--- src/hw/supervisor_pkg.sv ---
// Package for the supply supervisor and watchdog block.
// Assumes a 20 MHz system clock; all times become cycle counts here.
package supervisor_pkg;
  // Clock period in picoseconds (20 MHz)
  localparam int unsigned CLK_PERIOD_PS = 50000;
  // Nominal reset hold times, in microseconds
  localparam int unsigned HOLD_SEL0_US = 1400;
  localparam int unsigned HOLD_SEL1_US = 28000;
  localparam int unsigned HOLD_SEL2_US = 200000;
  localparam int unsigned HOLD_SEL3_US = 1600000;
  // Default watchdog timeout in microseconds
  localparam int unsigned WDOG_TIMEOUT_US = 1600000;
  localparam int unsigned CNT_W = 26;
  // Cycles per time, rounded up so that a least time is never short
  function automatic int unsigned us_to_cycles(input int unsigned us);
    longint unsigned ps;
    ps = longint'(us) * 64'd1000000;
    return 32'((ps + CLK_PERIOD_PS - 1) / CLK_PERIOD_PS);
  endfunction
  // Pick the hold time by build-time selector 0..3
  function automatic int unsigned hold_cycles(input int unsigned sel);
    int unsigned us;
    us = HOLD_SEL0_US;
    case (sel)
      1: us = HOLD_SEL1_US;
      2: us = HOLD_SEL2_US;
      3: us = HOLD_SEL3_US;
      default: us = HOLD_SEL0_US;
    endcase
    return us_to_cycles(us);
  endfunction
  localparam int unsigned WDOG_CYCLES = us_to_cycles(WDOG_TIMEOUT_US);
endpackage

--- src/hw/sync_if.sv ---
// Interface carrying raw and synchronised comparator and processor pin levels.
// Assumes both modports sit in the clk domain.
`timescale 1ns/100ps
interface sync_if #(parameter int W = 5);
  logic [W-1:0] raw;
  logic [W-1:0] synced;
  modport syncer (input raw, output synced);
  modport user (output raw, input synced);
endinterface // sync_if

--- src/hw/supply_supervisor_watchdog.sv ---
// Supervisory reset generator: supply, manual reset, watchdog, warnings.
// Assumes analog comparators arrive as async digital levels on clk.
//
// Contract
// - Reset held during supply low conditions
// - Manual reset low asserts reset output
// - Reset pulses hold time, stays while held
// - Extra hold time after cause releases
// - Active-high output is exact inverse
// - Power-fail output follows its comparator
// - Low-supply warning precedes reset threshold
// - Watchdog restarts on either kick edge
// - Hold and timeout fixed at build
// - Hold time chosen from four values
`timescale 1ns/100ps
module supply_supervisor_watchdog #(
  parameter int unsigned HOLD_SEL = 2,
  parameter int unsigned HOLD_CYCLES = supervisor_pkg::hold_cycles(HOLD_SEL),
  parameter int unsigned WDOG_CYCLES = supervisor_pkg::WDOG_CYCLES
) (
  // Clock and reset
  input wire logic clk,
  input wire logic sys_rst,
  // Comparator results, high when the level is above its threshold
  input wire logic supply_ok_in,
  input wire logic supply_above_low_in,
  input wire logic power_fail_sense_in,
  // Pins from the processor
  input wire logic manual_reset_n,
  input wire logic watchdog_kick_in,
  // Outputs
  output logic reset_out_n,
  output logic reset_out,
  output logic power_fail_warn_n,
  output logic low_supply_warn_n
);
  localparam int unsigned CW = supervisor_pkg::CNT_W;
  localparam logic [CW-1:0] HOLD_LAST = CW'(HOLD_CYCLES - 1);
  localparam logic [CW-1:0] WDOG_LAST = CW'(WDOG_CYCLES - 1);
  localparam logic [CW-1:0] CNT_ZERO = '0;
  localparam logic [CW-1:0] CNT_FULL = '1;
  localparam logic [CW-1:0] HOLD_FULL = CW'(HOLD_CYCLES);

  typedef enum logic [2:0] {
    ST_HELD = 3'h1,
    ST_HOLD = 3'h2,
    ST_RUN = 3'h4
  } state_t;

  // Synchronise every outside level reset state means bad
  sync_if #(.W(5)) lv ();
  assign lv.raw = {supply_ok_in, supply_above_low_in, power_fail_sense_in,
                   manual_reset_n, watchdog_kick_in};
  level_sync #(.W(5), .RST_VAL(5'h00)) u_sync (
    .clk(clk),
    .sys_rst(sys_rst),
    .s(lv)
  );
  logic supply_ok, above_low, pf_ok, mr_n, kick;
  assign {supply_ok, above_low, pf_ok, mr_n, kick} = lv.synced;

  // A held cause is supply below threshold or manual reset low
  logic cause;
  assign cause = !supply_ok || !mr_n;

  state_t state_q, state_d;
  logic [CW-1:0] hold_q, hold_d, wd_q, wd_d;
  logic kick_q, kick_d, rst_n_q, rst_n_d, rst_q, rst_d;
  logic pfw_q, pfw_d, llw_q, llw_d;
  logic wd_fire;

  // Watchdog: restart on any kick edge, cleared while reset asserted
  always_comb begin
    kick_d = kick;
    wd_fire = 1'b0;
    if (state_q != ST_RUN || kick != kick_q) begin
      wd_d = CNT_ZERO;
    end else if (wd_q == WDOG_LAST) begin
      wd_d = CNT_ZERO;
      wd_fire = 1'b1;
    end else begin
      wd_d = wd_q + 1'b1;
    end
  end

  // Reset sequencer; hold counter length is fixed at build time
  always_comb begin
    state_d = state_q;
    hold_d = hold_q;
    unique case (state_q)
      ST_HELD: begin
        hold_d = CNT_ZERO;
        if (!cause) begin
          state_d = ST_HOLD;
        end
      end
      ST_HOLD: begin
        if (cause) begin
          state_d = ST_HELD;
        end else if (hold_q == HOLD_LAST) begin
          state_d = ST_RUN;
        end else begin
          hold_d = hold_q + 1'b1;
        end
      end
      ST_RUN: begin
        if (cause) begin
          state_d = ST_HELD;
        end else if (wd_fire) begin
          state_d = ST_HOLD; // Timeout gives one hold-time pulse
          hold_d = CNT_ZERO;
        end
      end
      default: begin
        state_d = ST_HELD;
        hold_d = CNT_ZERO;
      end
    endcase
  end

  // Registered outputs; warnings ignore the reset sequencer
  always_comb begin
    rst_n_d = (state_d == ST_RUN);
    rst_d = !(state_d == ST_RUN);
    pfw_d = pf_ok;
    llw_d = above_low && supply_ok;
  end

  // Starting in ST_HELD covers power-up
  always_ff @(posedge clk) begin
    if (sys_rst) begin
      state_q <= ST_HELD;
      hold_q <= '0;
      wd_q <= '0;
      kick_q <= 1'b0;
      rst_n_q <= 1'b0;
      rst_q <= 1'b1;
      pfw_q <= 1'b0;
      llw_q <= 1'b0;
    end else begin
      state_q <= state_d;
      hold_q <= hold_d;
      wd_q <= wd_d;
      kick_q <= kick_d;
      rst_n_q <= rst_n_d;
      rst_q <= rst_d;
      pfw_q <= pfw_d;
      llw_q <= llw_d;
    end
  end

  assign reset_out_n = rst_n_q;
  assign reset_out = rst_q;
  assign power_fail_warn_n = pfw_q;
  assign low_supply_warn_n = llw_q;

  // Check helper: edges with reset low although no cause is present
  logic [CW-1:0] quiet_lo_q, quiet_lo_d;

  always_comb begin
    if (reset_out_n || cause) begin
      quiet_lo_d = CNT_ZERO;
    end else if (quiet_lo_q == CNT_FULL) begin
      quiet_lo_d = quiet_lo_q; // Saturate so a long hold never wraps
    end else begin
      quiet_lo_d = quiet_lo_q + 1'b1;
    end
  end

  // Registered only; it feeds the checks and nothing else
  always_ff @(posedge clk) begin
    if (sys_rst) begin
      quiet_lo_q <= CNT_ZERO;
    end else begin
      quiet_lo_q <= quiet_lo_d;
    end
  end

  // Checks
  a_reset_inverse: assert property (@(posedge clk) disable iff (sys_rst)
    reset_out == !reset_out_n)
    else $error("active-high reset not inverse of active-low");
  a_cause_holds_reset: assert property (@(posedge clk) disable iff (sys_rst)
    cause |=> !reset_out_n)
    else $error("reset released while a cause is present");
  a_mr_asserts: assert property (@(posedge clk) disable iff (sys_rst)
    !mr_n |=> !reset_out_n)
    else $error("manual reset did not assert reset");
  a_release_waits: assert property (@(posedge clk) disable iff (sys_rst)
    $fell(cause) |-> !reset_out_n [*2])
    else $error("reset released too soon after cause");
  a_hold_count_bound: assert property (@(posedge clk) disable iff (sys_rst)
    hold_q <= HOLD_LAST)
    else $error("hold counter beyond hold time");
  a_hold_then_release: assert property (@(posedge clk) disable iff (sys_rst)
    (state_q == ST_HOLD && hold_q == HOLD_LAST && !cause)
      |=> reset_out_n)
    else $error("reset not released at end of hold");
  a_pf_follows: assert property (@(posedge clk) disable iff (sys_rst)
    ##1 power_fail_warn_n == $past(pf_ok))
    else $error("power-fail output not following comparator");
  a_low_before_rst: assert property (@(posedge clk) disable iff (sys_rst)
    !supply_ok |=> !low_supply_warn_n)
    else $error("low-supply warning not asserted below reset level");
  a_wdog_fires: assert property (@(posedge clk) disable iff (sys_rst)
    wd_fire |=> !reset_out_n)
    else $error("watchdog timeout did not assert reset");
  a_wdog_cleared: assert property (@(posedge clk) disable iff (sys_rst)
    state_q != ST_RUN |=> wd_q == CNT_ZERO)
    else $error("watchdog counter running during reset");
  a_hold_full_time: assert property (@(posedge clk) disable iff (sys_rst)
    $rose(reset_out_n) |-> quiet_lo_q >= HOLD_FULL)
    else $error("reset released before a full hold time");
  a_low_warn_early: assert property (@(posedge clk) disable iff (sys_rst)
    !above_low |=> !low_supply_warn_n)
    else $error("low-supply warning missing above reset level");
  a_kick_restarts: assert property (@(posedge clk) disable iff (sys_rst)
    (state_q == ST_RUN && kick != kick_q) |=> wd_q == CNT_ZERO)
    else $error("kick edge did not restart the watchdog");
  c_low_warn: cover property (@(posedge clk) $fell(low_supply_warn_n));
  c_wdog_reset: cover property (@(posedge clk) wd_fire);
  c_mr_press: cover property (@(posedge clk) $fell(mr_n));
  c_release: cover property (@(posedge clk) $rose(reset_out_n));
  c_brownout: cover property (@(posedge clk) reset_out_n && !supply_ok);
endmodule // supply_supervisor_watchdog

--- src/hw/level_sync.sv ---
// Two-flop synchroniser for a vector of unrelated levels.
// Assumes inputs are slow levels; each bit settles on its own.
`timescale 1ns/100ps
module level_sync #(
  parameter int W = 5,
  parameter logic [W-1:0] RST_VAL = '0
) (
  // Clock and reset
  input wire logic clk,
  input wire logic sys_rst,
  // Levels
  sync_if.syncer s
);
  logic [W-1:0] meta_q, meta_d, sync_q, sync_d;

  // First stage feeds only the second stage
  always_comb begin
    meta_d = s.raw;
    sync_d = meta_q;
  end

  always_ff @(posedge clk) begin
    if (sys_rst) begin
      meta_q <= RST_VAL;
      sync_q <= RST_VAL;
    end else begin
      meta_q <= meta_d;
      sync_q <= sync_d;
    end
  end

  assign s.synced = sync_q;
endmodule // level_sync

--- config.mk ---
export PLATFORM = sky130hd
export DESIGN_NAME = supply_supervisor_watchdog
export DESIGN_NICKNAME = d
export VERILOG_FILES = /design/src/hw/supervisor_pkg.sv /design/src/hw/sync_if.sv /design/src/hw/supply_supervisor_watchdog.sv /design/src/hw/level_sync.sv
export SDC_FILE = /design/constraint.sdc
export NUM_CORES = 1
export LEC_CHECK = 0
export BUFFER_PORTS_ARGS = -buffer_cell sky130_fd_sc_hd__buf_2
export CORE_UTILIZATION = 40
export CTS_CLUSTER_SIZE = 25
export DETAILED_ROUTE_END_ITERATION = 10
export SLEW_MARGIN = 20
export SYNTH_ARGS = -nofsm -noshare
export SYNTH_HDL_FRONTEND = slang
export SYNTH_SLANG_ARGS = --single-unit
--- constraint.sdc ---
create_clock -name clk -period 5.5 [get_ports clk]
set_clock_uncertainty 0.2 [all_clocks]
set_input_delay 1.1 -clock clk [delete_from_list [all_inputs] [get_ports clk]]
set_output_delay 1.1 -clock clk [all_outputs]
set_load 0.005 [all_outputs]
# == After elaboration in Yosys (flattened, before gate mapping) ==
# Index checks and enable logic that the tools add are counted.
# op_classes
n_eq_ne,12
n_mux,13
n_addsub,2
reduce_logical,8
# op_table
op,count
$mux 26,4
$add 26x1->26 const B,2
$pmux 26 s2,1
$eq 26x22->1 const B,1
$eq 26x25->1 const B,1
$mux 3,5
$pmux 3 s3,1
$ne 2x2->1 const B,4
$eq 3x3->1 const B,2
$reduce_and 4->1,1
$eq 3x1->1 const B,1
$eq 3x2->1 const B,1
$logic_not 1->1,3
$ne 3x3->1 const B,1
$reduce_or 3->1,1
$logic_or 1x1->1,2
$mux 1,2
$logic_and 1x1->1,1
$ne 1x1->1,1
# word_totals
register_bits,70
word_cells,45

# == Depth between registers and ports, before layout ==
# depth
word_depth,8
ltp_mapped,8
ltp_nobuf,6

# == Hierarchy ==
# Synthesis repeated with hierarchy kept, for this count alone.
# hier_totals
cells_unflattened,348
area_unflattened_um2,3094.2
# by_module_without_submodules
module,n_inst,area_each_um2,cells_each,seq_area_each_um2
supply_supervisor_watchdog,1,2831.5,328,1201.2
level_sync,1,262.8,20,200.2

# == Least setup slack after synthesis ==
# No wires, ideal clock.
# synth_timing
kind,flip-flop to flip-flop
start,register wd_q[13]
end,register hold_q[25]
path_buffers,1
setup_ns,0.070
t_required_ns,5.230
period_less_slack_ns,2.470
path_stages_with_launch,7
setup_slack_ns,3.030
t_arrival_ns,2.200
path_cell_list,dfxtp_1 or4_4 nor4_4 a31oi_4 buf_6 or4b_1 a21oi_1
# synth_via
elab_chain_len,5
# synth_lines
item,line,rtl
start: declaration,supply_supervisor_watchdog.sv:67,"logic [CW-1:0] hold_q, hold_d, wd_q, wd_d;"
start signal: assignment,supply_supervisor_watchdog.sv:143,wd_q <= wd_d;
$eq 26x25->1,supply_supervisor_watchdog.sv:78,end else if (wd_q == WDOG_LAST) begin
$mux 1,supply_supervisor_watchdog.sv:78,
$mux 1,supply_supervisor_watchdog.sv:76,if (state_q != ST_RUN || kick != kick_q) begin
$ne 2x2->1 (no source line),n/a,
$reduce_and 4->1 (no source line),n/a,
end signal: assignment,supply_supervisor_watchdog.sv:142,hold_q <= hold_d;
end: declaration,supply_supervisor_watchdog.sv:67,
# No other way between the ends.
# A chain may end at the register's enable or synchronous reset.

# == Worst setup path after layout ==
# layout_timing
start,register wd_q[11]
end,register hold_q[18]
# The elaborated chain is that of the path after synthesis.

==> summary.txt <==
Pwr
  – Pwr Density: 260 nW/µm²
  – Pwr Total: between 0.9 and 1 mW
  – Leakage power: 1.05 nW
  – Max VDD drop: around 0.15 mV

STA
  – Final hold violation count: 0
  – Max frequency: approximately 340 MHz
  – Actual slew at the worst max-slew pin: 1.05 ns
  – Max-slew headroom: approximately 29%
  – Final setup TNS: 0 ns
  – Final Max Tran Viols: 0
  – Min Tclk post-route: a little under 3 ns
  – Crit share post-route: around 54%
  – Final Setup Violations: 0
  – Slack of the critical path: roughly 2.5 ns
  – RSZ-0062 raised after global routing: no

Final layout
  – Most frequent cells in the layout: dfxtp_1 (70), nor2_1 (44), a21oi_1 (28)
  – Diodes inserted: 0
  – Sequential cell area: roughly 1400 µm²
  – Area grow syn2layout: 9.96%
  – Number of fill cells: 756
  – Layout net count: 400
  – Post-Layout Cell Count: 498
  – Area of the multi-input gates: 1820 µm²
  – Most common cell after layout, fill and taps aside: dfxtp_1
  – Share of layout cells above drive strength 1: approximately a tenth
  – Final Core Density: between 40 and 50%

Clock network
  – # H-tree levels: 3
  – Max Buffers Root-to-Sink: 2
  – Clk slew on worst S/H paths: approximately 0.070 ns
  – Clk Latency, worst-skew pair: 0.35 ns
  – Hold buffer count at cts: 0
  – Post-CTS sizing: 0
  – CTS sink cnt: 70
  – CTS buffer count: 9
  – Postcts setup bufs: 0
  – TritonCTS clock tree: yes
  – Clock root cell: clkbuf_8

Drt
  – Residual DRC: 0
  – Routed WL: between 6000 and 7000 µm
  – Via/cell ratio: roughly 5.6
  – Drt first-iter violations: approximately 160
  – Via count: around 2800
  – WL per Instance: between 10 and 15 µm
  – Final ANT Viol Nets: 0
  – Drt first pass iters: 4

Outcome
  – Status: complete, no violations

Synthesis
  – EDFF count, synth: 0
  – Yosys reg bits: 70
  – Synth area leaders: dfxtp_1 (42%), nor2_1 (5.0%), or4_1 (4.8%)
  – Cell area after synthesis: around 3300 µm²
  – Syn Area/Cell: approximately 8.6 µm²
  – Syn. warnings: 0
  – Async SR Flop Fraction: 0%
  – Main synth FF type: dfxtp_1
  – Post-Synthesis Cells: ~380
  – Register area share after synthesis: between 40% and 50%
  – Post-synth cell types: 50
  – Yosys top cell by area: dfxtp_1
  – Net Count, Synth: roughly 390
  – Yosys top cell area share: 42.3%

Worst setup path
  – Worst Path Required: around 5.6 ns
  – Critical path endpoint category: flop
  – Crit Path Class: reg -> reg
  – Crit path from: wd_q[11]$_SDFF_PP0_
  – Worst r2r src: wd_q[11]$_SDFF_PP0_
  – Arrival @ worst endpoint: ~3 ns
  – Crit start category: flop
  – Critical path fanouts, max: 45

GRT
  – First-pass GRT wire length: around 12000 µm
  – Largest net degree at the start of global routing: 46
  – GRT Overall Usage: 17.2%
  – Congestion Overflow GR: 0
  – Vias in the first global route: approximately 2500
  – Initial antenna violation count: 0

Placement
  – Inst Count DP: just under 500
  – GP Congestion: 0.845
  – Port-buffer cells: 10
  – HPWL after DPL: about 4700 µm
  – Post-place setup slack: between 2 and 3 ns

Floorplanning
  – I/O Pins: 11
  – Chip height: about 93 µm
  – Total Die Area: between 8000 and 9000 µm²
  – Chip width: around 93 µm
  – Row cnt: 32
  – Core area: 7890 µm²
  – Initial Util: a little over two fifths

Flow run
  – Max-Cap Viols: 0

Worst hold path
  – HP Class: reg -> reg
  – HP Start: u_sync.s.synced[3]$_SDFF_PP0_
[synthesized netlist by cell type (4+ instances only)]
library cell and count:
nor2_1 44, nor2b_1 13, nand2_1 27, and4_1 4, xnor2_1 10, xor2_1 15, dfxtp_1 70, clkbuf_1 11
and2_1 4, a21oi_1 28, or4_1 21, nand4_1 17, o31ai_1 17, o21ai_0 5, nor3_1 11, inv_1 8
and3_1 5, nor4b_1 4, nand3_1 23, nor4_1 5, or3_1 4
[area by class of cell]
type                            instances  share of cell area, %
Clock buffer                           11                   4.15
Clock inverter                          5                   1.58
Inverter                                8                  0.824
Multi-Input combinational cell        291                   49.9
Sequential cell                        70                   38.4
Tap cell                              102                   3.50
Timing Repair Buffer                   11                   1.58
[report_power, final]
part | total, mW | internal (mW) | switching, mW
logic | 0.00887 | 0.00426 | 0.00461
registers | 0.511 | 0.510 | 0.00118
clock network | 0.428 | 0.234 | 0.194
[logic make-up after synthesis]
logic type	after synthesis	share of synthesized area [%]
compound gates	67	13.5
flops	70	42.3
simple gates	196	33.3
fa+ha+maj	2	0.755
buf+inv	23	3.17
xor+xnor	25	6.60
mux	1	0.340
[registers in the layout, indices dropped and copies added, names as in the netlist]
name / flops
power_fail_warn_n: 1
state_q: 3
kick_q: 1
u_sync.s.synced: 5
reset_out_n: 1
u_sync.meta_q: 5
hold_q: 26
reset_out: 1
low_supply_warn_n: 1
wd_q: 26
[stage by stage]
stage,instance area (µm²),hold slack (ns)
2_1_floorplan,3320,0.202
3_3_place_gp,3440,0.216
3_5_place_dp,3440,0.220
4_1_cts,3650,0.234
5_1_grt,3650,0.251
6_report,3650,0.231
[routing by layer]
metal	vias to the layer above	share of wire, %	GRT usage [%]
met4	0	1.1	7.82
met2	48	44	26.8
met3	6	3.4	3.66
met1	1288	51	22.7
met5	-	0	0
li1	1427	-	-
[path summary, 6_finish.rpt]
path	slack, ns	end	cells past startpoint
setup / recovery	2.54	hold_q[18]$_SDFFE_PP0P_	5
hold / removal	0.23	low_supply_warn_n$_SDFF_PP0_	2
setup reg to reg	2.54	hold_q[18]$_SDFFE_PP0P_	5
hold reg to reg	0.23	low_supply_warn_n$_SDFF_PP0_	2
[critical path: stages, from the launching register on]
cell and delay (ns):
dfxtp_1 0.42, or4b_4 0.59, nor4_4 0.42, a31oi_4 0.45
or4_1 0.64, a21oi_1 0.17
No activity file was read; power rests on OpenSTA's default activity.
